===== config.mk =====
export PLATFORM = sky130hd
export DESIGN_NAME = incor_exec
export DESIGN_NICKNAME = d
export VERILOG_FILES = /design/src/hw/incor_exec.v
export VERILOG_INCLUDE_DIRS = /design/src /design/src/hw
export SDC_FILE = /design/constraint.sdc
export NUM_CORES = 1
export LEC_CHECK = 0
export BUFFER_PORTS_ARGS = -buffer_cell sky130_fd_sc_hd__buf_2
export CELL_PAD_IN_SITES_DETAIL_PLACEMENT = 1
export CELL_PAD_IN_SITES_GLOBAL_PLACEMENT = 1
export CORE_MARGIN = 4
export CORE_UTILIZATION = 32
export DETAILED_ROUTE_END_ITERATION = 7
export GPL_TIMING_DRIVEN = 0
export PLACE_DENSITY_LB_ADDON = 0.1
export REMOVE_ABC_BUFFERS = 1
export SLEW_MARGIN = 5
export SYNTH_ARGS = -nofsm -noshare
export SYNTH_HDL_FRONTEND = slang
export SYNTH_SLANG_ARGS = --single-unit

===== constraint.sdc =====
create_clock -name clk -period 2.6 [get_ports clk]
set_input_delay 0.52 -clock clk [delete_from_list [all_inputs] [get_ports clk]]
set_output_delay 0.52 -clock clk [all_outputs]
set_load 0.005 [all_outputs]

===== src/hw/incor_defs.vh =====
// opcode fields and encodings for the increment and or execute unit
// assumes 14-bit instruction words, 8-bit data path
`ifndef INCOR_DEFS_VH
`define INCOR_DEFS_VH

`define INSN_W 14
`define DATA_W 8
`define FADDR_W 7
// top six bits select the instruction
`define OPC_HI 13
`define OPC_LO 8
`define OPC_INC 6'h0A
`define OPC_INCSZ 6'h0F
`define OPC_ORL 6'h1A
`define OPC_ORR 6'h04
// destination select bit
`define DEST_BIT 7
`define NOP_WORD 14'h0000
`define ACC_RESET 8'h00

`endif


===== src/hw/incor_exec.v =====
// execute unit for increment, increment-skip-zero, or-literal, or-register
// assumes data memory is read combinationally by address and written
// on the clock edge when the write strobe is high; one instruction a clock
`timescale 1ns/1ps
`include "incor_defs.vh"

// Function
// - increment_op adds one, writes destination, updates zero flag.
// - increment_skip_zero_op skips next word on zero, flags untouched.
// - destination bit zero selects accumulator, one selects the register.
// - register operand is seven bits, 00h to 7Fh, plus destination bit.
// - or_literal_op ors literal into accumulator, updates zero flag.
// - or_register_op ors register with accumulator into destination.
module incor_exec #(
    parameter DATA_W = `DATA_W,
    parameter FADDR_W = `FADDR_W
) (
    input wire clk,
    input wire rstn,
    input wire insn_valid,
    input wire [`INSN_W-1:0] insn,
    input wire [DATA_W-1:0] file_rdata,
    output wire [FADDR_W-1:0] file_addr,
    output reg file_we,
    output reg [DATA_W-1:0] file_wdata,
    output reg [DATA_W-1:0] acc,
    output reg result_null_flag,
    output reg skip_slot,
    output reg insn_done
);

    // one instruction word is presented per clock with insn_valid; the
    // result of the word is visible at the ports one clock later
    // the data memory answers combinationally, so file_rdata must belong
    // to file_addr of the same word; the write lands one clock later and
    // the memory must latch the address of the word that produced it
    // a skip arms the squash slot, which drops the next valid word and
    // not simply the next clock, so gaps in insn_valid are harmless

    // controller states: normal execute or squash of the next word
    localparam ST_RUN = 1'b0;
    localparam ST_SQUASH = 1'b1;

    // opcode codes, six bits above the destination bit
    localparam [5:0] OP_INC = `OPC_INC;
    localparam [5:0] OP_INCSZ = `OPC_INCSZ;
    localparam [5:0] OP_ORL = `OPC_ORL;
    localparam [5:0] OP_ORR = `OPC_ORR;

    // constants at data width
    localparam [DATA_W-1:0] ONE = {{(DATA_W-1){1'b0}}, 1'b1};
    localparam [DATA_W-1:0] ZERO = {DATA_W{1'b0}};

    // decoded instruction fields
    wire [5:0] opc;
    wire dest;
    wire [DATA_W-1:0] lit;

    assign opc = insn[`OPC_HI:`OPC_LO];
    assign dest = insn[`DEST_BIT];
    assign lit = insn[DATA_W-1:0];
    assign file_addr = insn[FADDR_W-1:0];

    // decode of the four supported opcodes
    wire is_inc;
    wire is_incsz;
    wire is_orl;
    wire is_orr;

    assign is_inc = (opc == OP_INC);
    assign is_incsz = (opc == OP_INCSZ);
    assign is_orl = (opc == OP_ORL);
    assign is_orr = (opc == OP_ORR);

    // architectural state and next values
    reg [DATA_W-1:0] acc_q;
    reg [DATA_W-1:0] acc_d;
    reg flag_q;
    reg flag_d;
    reg state_q;
    reg state_d;
    reg we_d;
    reg [DATA_W-1:0] wdata_d;

    // a word is executed only outside the squash slot
    wire take;
    wire squash;

    assign take = insn_valid && (state_q == ST_RUN);
    assign squash = insn_valid && (state_q == ST_SQUASH);

    // per-bit or of accumulator with register and with literal
    wire [DATA_W-1:0] or_reg;
    wire [DATA_W-1:0] or_lit;
    wire [DATA_W-1:0] inc_sum;
    // zero chain: bit i+1 is high when any result bit below it is set
    wire [DATA_W:0] res_any;
    reg [DATA_W-1:0] res;
    wire res_zero;

    assign inc_sum = file_rdata + ONE;
    assign res_any[0] = 1'b0;

    // the carry out of the incrementer is dropped on purpose, so all
    // ones wraps to zero and the zero detect sees it
    genvar i;
    generate
        for (i = 0; i < DATA_W; i = i + 1) begin : g_bit
            assign or_reg[i] = acc_q[i] | file_rdata[i];
            assign or_lit[i] = acc_q[i] | lit[i];
            assign res_any[i+1] = res_any[i] | res[i];
        end
    endgenerate

    // wraparound from all ones gives zero here as well
    assign res_zero = ~res_any[DATA_W];

    // result select for the decoded opcode
    always @* begin
        res = ZERO;
        case (opc)
            OP_INC: begin
                res = inc_sum;
            end
            OP_INCSZ: begin
                res = inc_sum;
            end
            OP_ORL: begin
                res = or_lit;
            end
            OP_ORR: begin
                res = or_reg;
            end
            default: begin
                res = ZERO;
            end
        endcase
    end

    // next state of accumulator, flag, squash slot and write strobe
    // unknown opcodes fall through with nothing changed; a squashed
    // word changes nothing but the slot itself
    always @* begin
        acc_d = acc_q;
        flag_d = flag_q;
        state_d = state_q;
        we_d = 1'b0;
        wdata_d = res;
        case (state_q)
            ST_RUN: begin
                if (take) begin
                    if (is_orl) begin
                        // literal form always lands in the accumulator
                        acc_d = res;
                        flag_d = res_zero;
                    end else if (is_inc || is_orr) begin
                        flag_d = res_zero;
                        if (dest)
                            we_d = 1'b1;
                        else
                            acc_d = res;
                    end else if (is_incsz) begin
                        // flags untouched, destination written, slot armed on a zero result
                        if (dest)
                            we_d = 1'b1;
                        else
                            acc_d = res;
                        if (res_zero)
                            state_d = ST_SQUASH;
                    end
                end
            end
            ST_SQUASH: begin
                // the next valid word is dropped, acting as a no-op
                if (squash)
                    state_d = ST_RUN;
            end
            default: begin
                state_d = ST_RUN;
            end
        endcase
    end

    // state registers, synchronous active-low reset
    // reset leaves the slot disarmed so the first word always runs
    always @(posedge clk) begin
        if (!rstn) begin
            acc_q <= `ACC_RESET;
            flag_q <= 1'b0;
            state_q <= ST_RUN;
        end else begin
            acc_q <= acc_d;
            flag_q <= flag_d;
            state_q <= state_d;
        end
    end

    // registered memory write port and completion pulse
    // insn_done lasts one clock per valid word, file_we one clock per word that writes the register
    always @(posedge clk) begin
        if (!rstn) begin
            file_we <= 1'b0;
            file_wdata <= ZERO;
            insn_done <= 1'b0;
        end else begin
            file_we <= we_d;
            file_wdata <= wdata_d;
            insn_done <= insn_valid;
        end
    end

    // architectural state seen at the ports
    // all three come straight from flip-flops
    always @* begin
        acc = acc_q;
        result_null_flag = flag_q;
        skip_slot = (state_q == ST_SQUASH);
    end

endmodule // incor_exec


# After elaboration in Yosys (flattened, before gate mapping)

Cells that the tools add are included.

Word-level logic and storage cells: 64
Input bits: 25
Output and inout bits: 27
Flip-flop bits (word level): 20

Reductions and logical operators: 9
Add/sub/neg operators: 1
Eq/ne operators: 4
Bitwise operators: 27
Muxes and demuxes: 17

Operator list:

| kind                                                 | count |
|---|---|
| 2-to-1 mux 8 bit                                     | 4 |
| one-hot mux 8 bit (3 select lines)                   | 1 |
| bitwise OR 1 bit                                     | 23 |
| equality test 6 x 4 -> 1 bit (second input constant) | 2 |
| 2-to-1 mux 1 bit                                     | 11 |
| adder 8 x 1 -> 8 bit (second input constant)         | 1 |
| equality test 6 x 3 -> 1 bit (second input constant) | 1 |
| equality test 6 x 5 -> 1 bit (second input constant) | 1 |
| AND reduction 3 bit                                  | 2 |
| NOT 1 bit                                            | 4 |
| OR reduction 4 bit                                   | 1 |
| nonzero test 3 bit                                   | 1 |
| logical AND 1 bit                                    | 2 |
| one-hot mux 1 bit (2 select lines)                   | 1 |
| nonzero test 2 bit                                   | 1 |
| OR reduction 2 bit                                   | 1 |
| logical OR 1 bit                                     | 1 |

# Depth between registers and ports, before layout

Gate-level depths: netlist of run 1.

Depth in word-level cells: 16
Depth in mapped cells: 7
Depth with buffers taken out: 7

# Worst setup path after synthesis of run 1

OpenSTA, ideal clock, no wires.

Kind: input-to-reg
From: input insn[12]
To: register state_q (netlist: skip_slot)
Required time: 2.482 ns
Path slack: 0.259 ns
Arrival: 2.223 ns
Setup time: 0.118 ns
Stages on the path: 7
Buffers on the path: 1
Cells stage by stage: or4b_1 -> buf_6 -> a211o_4 -> o32a_1 -> nor3b_1 -> nand4_1 -> o21ai_1

Cells in the longest elaborated chain, start to end: 16
Elaborated cells between the ends (all ways): 20
Those cells by class: eq/ne: 4; mux: 7; bitwise: 7; reduce/logical: 2

Ends and longest elaborated chain:

| element                                         | line                                               | text |
|---|---|---|
| start: declaration                              | incor_exec.v:21                                    | `` input wire [`INSN_W-1:0] insn, `` |
| equality test 6 x 4 -> 1 bit (on tied branches) | incor_exec.v:70, incor_exec.v:121, incor_exec.v:71 |  |
| OR reduction 2 bit (no line)                    | --                                                 |  |
| one-hot mux 8 bit (3 select lines)              | incor_exec.v:121                                   | `case (opc)` |
| bitwise OR 1 bit (7 in a row)                   | incor_exec.v:111                                   | `assign res_any[i+1] = res_any[i] \| res[i];` |
| 2-to-1 mux 1 bit                                | incor_exec.v:168                                   | `if (res_zero)` |
| 2-to-1 mux 1 bit                                | incor_exec.v:162                                   | `end else if (is_incsz) begin` |
| 2-to-1 mux 1 bit                                | incor_exec.v:156                                   | `end else if (is_inc \|\| is_orr) begin` |
| 2-to-1 mux 1 bit *                              | incor_exec.v:152                                   | `if (is_orl) begin` |
| 2-to-1 mux 1 bit *                              | incor_exec.v:151                                   | `if (take) begin` |
| one-hot mux 1 bit (2 select lines) *            | incor_exec.v:149                                   | `case (state_q)` |
| end signal: assignment                          | incor_exec.v:194                                   | `state_q <= state_d;` |
| end: declaration                                | incor_exec.v:80                                    | `reg state_q;` |

Mark *: on every way between the ends. The rest lies on a longest branch, timed or not.
A chain may end at the register's enable or synchronous reset.

# Worst setup path after layout of run 1

Ends and elaborated chain as after synthesis.

==> results.cfg, run 1 <==
[outcome]
status = finished, final reports clean

[setup_path]
arrival_ns = 2.68
critPathLaunch = insn[12]
critical_path_class = input pin to flip-flop
r2r-start = acc[2]$_SDFFE_PN0P_
critPathMaxFanout = 9
start_kind = input pin
end_kind = flip-flop
crit_required_ns = 2.80

[clock_tree]
clk_pin_slew_ns = 0.11
worstSkewPairLatency_ns = 0.30
cts_tree = done
clkSinkCount = 20
cts_buffer_depth = 2
htreeDepth = 1
numCtsBuffers = 3
clockRootBuffer = clkbuf_4

[pwr]
internal_power_uw = 436.5
ir_drop_uv = 161.3
p_comb_share_pct = 15.9
clkPwrFrac_pct = 30.9
p_leak_nw = 0.5785
power_switching_uw = 149.8
p_sw_share_pct = 25.54
power_density_nw_per_um2 = 423.7
power_frac_seq_pct = 53.2
power_uw = 586.3

[synthesis]
syn_area_um2 = 1101
synthArstFlopShare_pct = 0
yosysSeqAreaShare_pct = 36.36
syn_inst = 127
syn_avg_cell_area_um2 = 8.670
ys_seq_elements = 20
yosysWarnings = 0
synth_enable_flop_cells = 0
synth.distinct_cells = 36
synthFlopType = dfxtp_1

[detailed_routing]
detail_route.first_pass.iterations = 4
via_per_inst = 5.083
vias = 1103
antenna_left = 0
drt_iter0_drc = 55
drc = 0
wire_per_inst_um = 14.71
wl_um = 3192

[timing]
rsz0062_at_grt = false
slew_viol_final = 0
period_minus_slack_ns = 2.480
holdWs_ns = 0.4420
fin_crit_sh_pct = 95.37
max_freq_mhz = 403.3
setup_viol = 0
fin_worst_skew_ns = 0.002968
worst_pin_slew_ns = 0.6282
worst_slack_ns = 0.1203
maxSlewHeadroom_pct = 57.53
hold_viol_final = 0

[final_layout]
nets = 198
area_growth_pct = 25.68
antennaDiodeCount = 0
final_cell_mix = 51 x buf_2, 20 x dfxtp_1, 18 x nor2_1
final_common_cell = buf_2
drive_gt1_share_pct = 35.67
finalInstanceArea_um2 = 1384
seqCellArea_um2 = 400.4
fin_cells = 217
n_fill_cell = 452
multi_input_area_um2 = 630.6

[floorplan]
start_util_pct = 33.00
die_w_um = 66.66
core-area_um2 = 3337
die_y_um = 66.66
boundaryPins = 52
die-area_um2 = 4444
row_count = 21

[placement]
dp_hpwl_um = 2599
io_buffer_count = 51
place_congestion = 0.8047
dpl_cell_area_um2 = 1335
dp_cells = 213
pre_cts_slack_ns = -0.1940

[global_route]
grt_pass1_vias = 1133
grt_use_total_pct = 15.70
grt_overflow_total = 0
grt_max_degree = 15
antenna_found_initial = 0
grt_pass1_wl_um = 5285

[min_path]
hold_start = insn_valid
hold_path_class = input pin to flip-flop

[run]
drv_cap = 0
## per-layer routing
metal / vias up / GRT usage [%] / wire (µm)
met5: - / 0 / 0
met4: 0 / 6.853 / 36
met3: 4 / 2.530 / 207
met2: 37 / 25.74 / 1481
met1: 518 / 20.08 / 1466
li1: 544 / - / -
## power groups by stage
stage                     sequential (mW)  combinational, mW  clock [mW]
after detailed placement            0.319             0.0921           0
final                               0.312             0.0932       0.181
after global placement              0.319             0.0902           0
after floorplan                     0.320             0.0391           0
after CTS                           0.312             0.0927       0.188
after global routing                0.313              0.104       0.203
## sequential cells by signal, summed over array words and instances (netlist names)
register          count
acc                   8
insn_done             1
skip_slot             1
result_null_flag      1
file_wdata            8
file_we               1
## cell usage after synthesis (3+ instances only)
master,n,area share [%]
nor2_1,18,6.1
nand2_1,7,2.4
a211oi_1,7,4.8
xnor2_1,5,4.0
mux2i_1,3,2.7
and2_1,4,2.3
dfxtp_1,20,36
o32a_1,3,2.7
nor3_1,14,6.4
o32ai_1,3,2.4
nand3_1,5,2.3
buf_4,8,5.5
## kinds of logic (layout without fill, tap and decap cells)
| family | count (synthesis) | after routing | synth area share (%) |
|---|---|---|---|
| XOR/XNOR | 7 | 7 | 5.568 |
| flip-flops | 20 | 20 | 36.36 |
| AO/OA/AOI/OAI | 23 | 23 | 17.73 |
| adder cells (fa/ha/maj) | 1 | 1 | 1.136 |
| buffers and inverters | 12 | 56 | 7.500 |
| AND/OR/NAND/NOR | 60 | 60 | 27.96 |
| multiplexers | 4 | 4 | 3.750 |
## layout make-up
cell class              instances  share of cell area (%)
multi-input cells              95                   45.57
flip-flops and latches         20                   28.93
repair buffers                 51                   18.44
well taps                      46                   4.159
clock buffers                   4                   2.622
inverters                       1                  0.2712
## per-stage QoR
| stage | setup TNS, ns | utilization [%] |
|---|---|---|
| 6_report | 0 | 41.47 |
| 5_1_grt | 0 | 41.47 |
| 4_1_cts | 0 | 41.09 |
| 3_5_place_dp | -0.8810 | 40.01 |
| 3_3_place_gp | -0.6199 | 40.01 |
| 2_1_floorplan | 0 | - |
## what timing repair did
| item | in CTS | in global routing |
|---|---|---|
| hold buffers | 0 | 0 |
| endpoints found under the setup margin | 0 | 2 |
| gates resized for setup | 0 | 2 |
| setup buffers | 0 | 0 |
## worst paths after layout
kind                                                       to  slack (ns)  cells after the start
worst max-delay path                     skip_slot$_SDFF_PN0_        0.12                      7
worst min register to register  result_null_flag$_SDFFE_PN0P_        0.47                      2
worst max register to register           skip_slot$_SDFF_PN0_        1.09                      5
worst min-delay path                     insn_done$_SDFF_PN0_        0.44                      2
## worst max-delay path: stages
cell	delay [ns]
buf_2	0.12
or4b_1	0.73
a211o_4	0.46
o32ai_1	0.48
nor3b_1	0.16
nand4_1	0.14
o21ai_1	0.06
Power figures use the tool's default switching activity.
==> run 2: changes to the inputs <==
Settings changed: RECOVER_POWER set to 25.
==> results.cfg, run 2 (synthesized netlist as in run 1, its figures left out) <==
[placement]
dpl_cell_area_um2 = 1335
dp_hpwl_um = 2599
place_congestion = 0.8047
pre_cts_slack_ns = -0.1940
io_buffer_count = 51
dp_cells = 213

[final_layout]
n_fill_cell = 452
seqCellArea_um2 = 400.4
finalInstanceArea_um2 = 1374
multi_input_area_um2 = 630.6
final_common_cell = buf_2
antennaDiodeCount = 0
drive_gt1_share_pct = 30.99
nets = 198
area_growth_pct = 24.77
fin_cells = 217
final_cell_mix = 43 x buf_2, 20 x dfxtp_1, 18 x nor2_1

[global_route]
grt_use_met1_pct = 20.08
grt_use_met3_pct = 2.530
grt_use_total_pct = 15.70
grt_overflow_total = 0
grt_max_degree = 15
met2_usage_pct = 25.74
grt-busiest-layer = met2
grt_pass1_vias = 1133
antenna_found_initial = 0
grt_pass1_wl_um = 5285

[floorplan]
die_w_um = 66.66
boundaryPins = 52
die_y_um = 66.66
row_count = 21
die-area_um2 = 4444
start_util_pct = 33.00
core-area_um2 = 3337

[detailed_routing]
drt_iter0_drc = 56
wire_per_inst_um = 14.68
antenna_left = 0
detail_route.first_pass.iterations = 4
wl_um = 3186
vias = 1105
drc = 0
via_per_inst = 5.092

[timing]
hold_viol_final = 0
holdWs_ns = 0.4420
worst_slack_ns = 0.1234
rsz0062_at_grt = false
maxSlewHeadroom_pct = 57.53
fin_worst_skew_ns = 0.002837
worst_pin_slew_ns = 0.6282
period_minus_slack_ns = 2.477
slew_viol_final = 0
tns_ns = 0
setup_viol = 0
fin_crit_sh_pct = 95.25
max_freq_mhz = 403.8

[setup_path]
r2r-end = skip_slot$_SDFF_PN0_
critical_path_class = input pin to flip-flop
reg2reg_depth = 5
critPathMaxFanout = 9
arrival_ns = 2.68
crit_required_ns = 2.80
worstPathCellList = buf_2, or4b_1, a211o_4, o32ai_1, nor3b_1, nand4_1, o21ai_1
r2r_slack_ns = 1.09
end_kind = flip-flop
start_kind = input pin
cp_num_buf_inv = 1
r2r-start = acc[2]$_SDFFE_PN0P_
critPathTopFamily = simple AND/OR/NAND/NOR gates
critPathSlowestCell = or4b_1
slowest_delay_ns = 0.73

[min_path]
hold_start = insn_valid
whs_path_depth = 2
hold_path_class = input pin to flip-flop
hold_path_end = insn_done$_SDFF_PN0_

[pwr]
ir_drop_uv = 161.2
power_density_nw_per_um2 = 425.6
p_leak_nw = 0.5532

[clock_tree]
ctsHoldBuffers = 0
clockRootBuffer = clkbuf_4
numCtsBuffers = 3
worstSkewPairLatency_ns = 0.30
clkSinkCount = 20
htreeDepth = 1
clk_pin_slew_ns = 0.11
cts_tree = done
cts_buffer_depth = 2

[outcome]
status = finished, final reports clean

[run]
drv_cap = 0
-- run 2: changes by cell type in the layout (fill, tap and decap cells not counted) --
| cell | change |
|---|---|
| buf_2 | -8 |
| clkbuf_1 | +8 |
-- run 2: worst reg2reg max path, delay by kind of cell (launching register included) --
kind,cells,cell delay [ns]
simple gates,3,0.72
compound gates,2,0.39
flops,1,0.35
-- run 2: metal layers --
layer	vias up	share of wire, %
met4	0	1.1
met1	520	46
met5	-	0
met3	4	6.6
met2	37	47
li1	544	-
-- run 2: through the flow --
stage / utilization, % / power (mW)
2_1_floorplan: - / 0.3589
3_3_place_gp: 40.01 / 0.4093
3_5_place_dp: 40.01 / 0.4114
4_1_cts: 41.09 / 0.5933
5_1_grt: 41.17 / 0.6196
6_report: 41.17 / 0.5846
-- run 2: how the worst max path moves through the flow --
stage | startpoint | slack [ns] | depth (start not counted) | end
2_1_floorplan | insn[12] | 0.23 | 6 | skip_slot$_SDFF_PN0_
3_3_place_gp | insn[12] | -0.16 | 7 | result_null_flag$_SDFFE_PN0P_
3_5_place_dp | insn[12] | -0.19 | 7 | skip_slot$_SDFF_PN0_
4_1_cts | insn[12] | 0.14 | 7 | skip_slot$_SDFF_PN0_
5_1_grt | insn[12] | 0.05 | 7 | skip_slot$_SDFF_PN0_
6_report | insn[12] | 0.12 | 7 | skip_slot$_SDFF_PN0_
-- run 2: layout make-up --
cell class	instances	share of cell area, %
inverters	1	0.2732
repair buffers	51	17.85
well taps	46	4.189
multi-input cells	95	45.90
flip-flops and latches	20	29.14
clock buffers	4	2.641
-- run 2: power by group --
group / internal [mW] / switching (mW)
Combinational: 0.0393 / 0.0526
Sequential: 0.310 / 0.00172
Clock: 0.0855 / 0.0951
-- run 2: what timing repair did --
item | 4_1_cts | 5_1_grt
endpoints found under the hold margin | 0 | 0
resized for setup | 0 | 2
setup buffers | 0 | 0
endpoints found under the setup margin | 0 | 2
==> run 3: changes to the inputs <==
Settings changed: CORE_UTILIZATION 32 to 35.
Clock period 2.6 ns to 3.1 ns, I/O delays scaled along.
==> results.cfg, run 3 (synthesized netlist as in run 1, its figures left out) <==
[global_route]
grt_overflow_total = 0
antenna_found_initial = 0
grt_pass1_wl_um = 5368
grt_use_total_pct = 16.91
grt_max_degree = 15
grt_pass1_vias = 1125

[timing]
tns_ns = 0
fin_crit_sh_pct = 83.86
max_freq_mhz = 384.7
rsz0062_at_grt = false
worst_pin_slew_ns = 0.7596
maxSlewHeadroom_pct = 48.65
slew_viol_final = 0
fin_worst_skew_ns = 0.01119
setup_viol = 0
period_minus_slack_ns = 2.600
hold_viol_final = 0

[clock_tree]
clkSinkCount = 20
ctsHoldBuffers = 0
htreeDepth = 1
worstSkewPairLatency_ns = 0.31
cts_tree = done
clk_pin_slew_ns = 0.11
cts_setup_buffers = 0
numCtsBuffers = 3
cts_buffer_depth = 2
cts-resized-gates = 0
clockRootBuffer = clkbuf_4

[min_path]
hold_start = result_null_flag$_SDFFE_PN0P_
hold_path_class = flip-flop to flip-flop

[placement]
io_buffer_count = 51
dp_cells = 211
dp_hpwl_um = 2704
place_congestion = 0.8286

[setup_path]
cp_num_buf_inv = 1
worstPathCellList = buf_2, or4b_1, a211o_4, o32ai_1, nor3b_1, nand4_1, o21ai_1
crit_required_ns = 3.30
critical_path_class = input pin to flip-flop
critPathTopFamily = compound AO/OA/AOI/OAI gates
critPathSlowestCell = or4b_1
start_kind = input pin
critPathMaxFanout = 9
slowest_delay_ns = 0.70
arrival_ns = 2.80
end_kind = flip-flop
critPathLaunch = insn[12]
r2r-start = acc[2]$_SDFFE_PN0P_

[pwr]
power_uw = 553.0
ir_drop_uv = 340.6
p_leak_nw = 0.5607
power_density_nw_per_um2 = 401.1

[detailed_routing]
wire_per_inst_um = 15.10
antenna_left = 0
drt_iter0_drc = 17
via_per_inst = 5.270
vias = 1133
drc = 0
wl_um = 3246
detail_route.first_pass.iterations = 4

[final_layout]
final_common_cell = buf_2
drive_gt1_share_pct = 31.58
nets = 198
final_cell_mix = 46 x buf_2, 20 x dfxtp_1, 18 x nor2_1
area_growth_pct = 25.23
n_fill_cell = 391
antennaDiodeCount = 0
fin_cells = 215

[floorplan]
core-area_um2 = 3028
die-area_um2 = 4108
boundaryPins = 52
die_w_um = 64.09
start_util_pct = 36.36
row_count = 20
die_y_um = 64.09

[outcome]
status = finished, final reports clean

[run]
drv_cap = 0
## run 3: changes by cell type in the layout (fill, tap and decap cells not counted), sizes merged
cell    previous run  this run
bufinv             0         1
buf               43        46
clkbuf            12         8
## run 3: worst min-delay path, stage by stage (launching register included)
cell	delay [ns]
dfxtp_1	0.33
nand3_1	0.06
o21ai_1	0.06
## run 3: area by class of cell
class	instances	area [µm²]	share of cell area [%]
Multi-Input combinational cell	95	618.1	44.83
Clock buffer	3	22.52	1.633
Timing Repair Buffer	51	249.0	18.06
Clock inverter	1	30.03	2.178
Inverter	1	3.754	0.2722
Sequential cell	20	400.4	29.04
Tap cell	44	55.05	3.993
## run 3: path summary, 6_finish.rpt
kind / slack, ns / endpoint / cells after the start
hold / removal: 0.48 / result_null_flag$_SDFFE_PN0P_ / 2
setup / recovery: 0.50 / skip_slot$_SDFF_PN0_ / 7
hold reg to reg: 0.48 / result_null_flag$_SDFFE_PN0P_ / 2
setup reg to reg: 1.51 / skip_slot$_SDFF_PN0_ / 5
## run 3: where the power goes
group,internal (mW),switching [mW]
Sequential,0.260,0.00173
Combinational,0.0335,0.0426
Clock,0.131,0.0840
## run 3: through the flow
step | worst slack (ns) | hold slack [ns] | utilization, % | cell area [µm²]
6_report | 0.5003 | 0.4805 | 45.54 | 1379
5_1_grt | 0.3736 | 0.5282 | 45.54 | 1379
4_1_cts | 0.5012 | 0.4849 | 45.74 | 1385
3_5_place_dp | 0.1765 | 0.4615 | 44.01 | 1333
3_3_place_gp | 0.2436 | 0.4505 | 44.01 | 1333
2_1_floorplan | 0.6306 | 0.4532 | - | 1022
## run 3: layer usage
layer | GRT usage [%] | vias up | wire length [µm]
li1 | - | 548 | -
met1 | 19.14 | 539 | 1310
met2 | 29.94 | 38 | 1654
met3 | 4.745 | 8 | 190
met4 | 6.332 | 0 | 91
met5 | 0 | - | 0
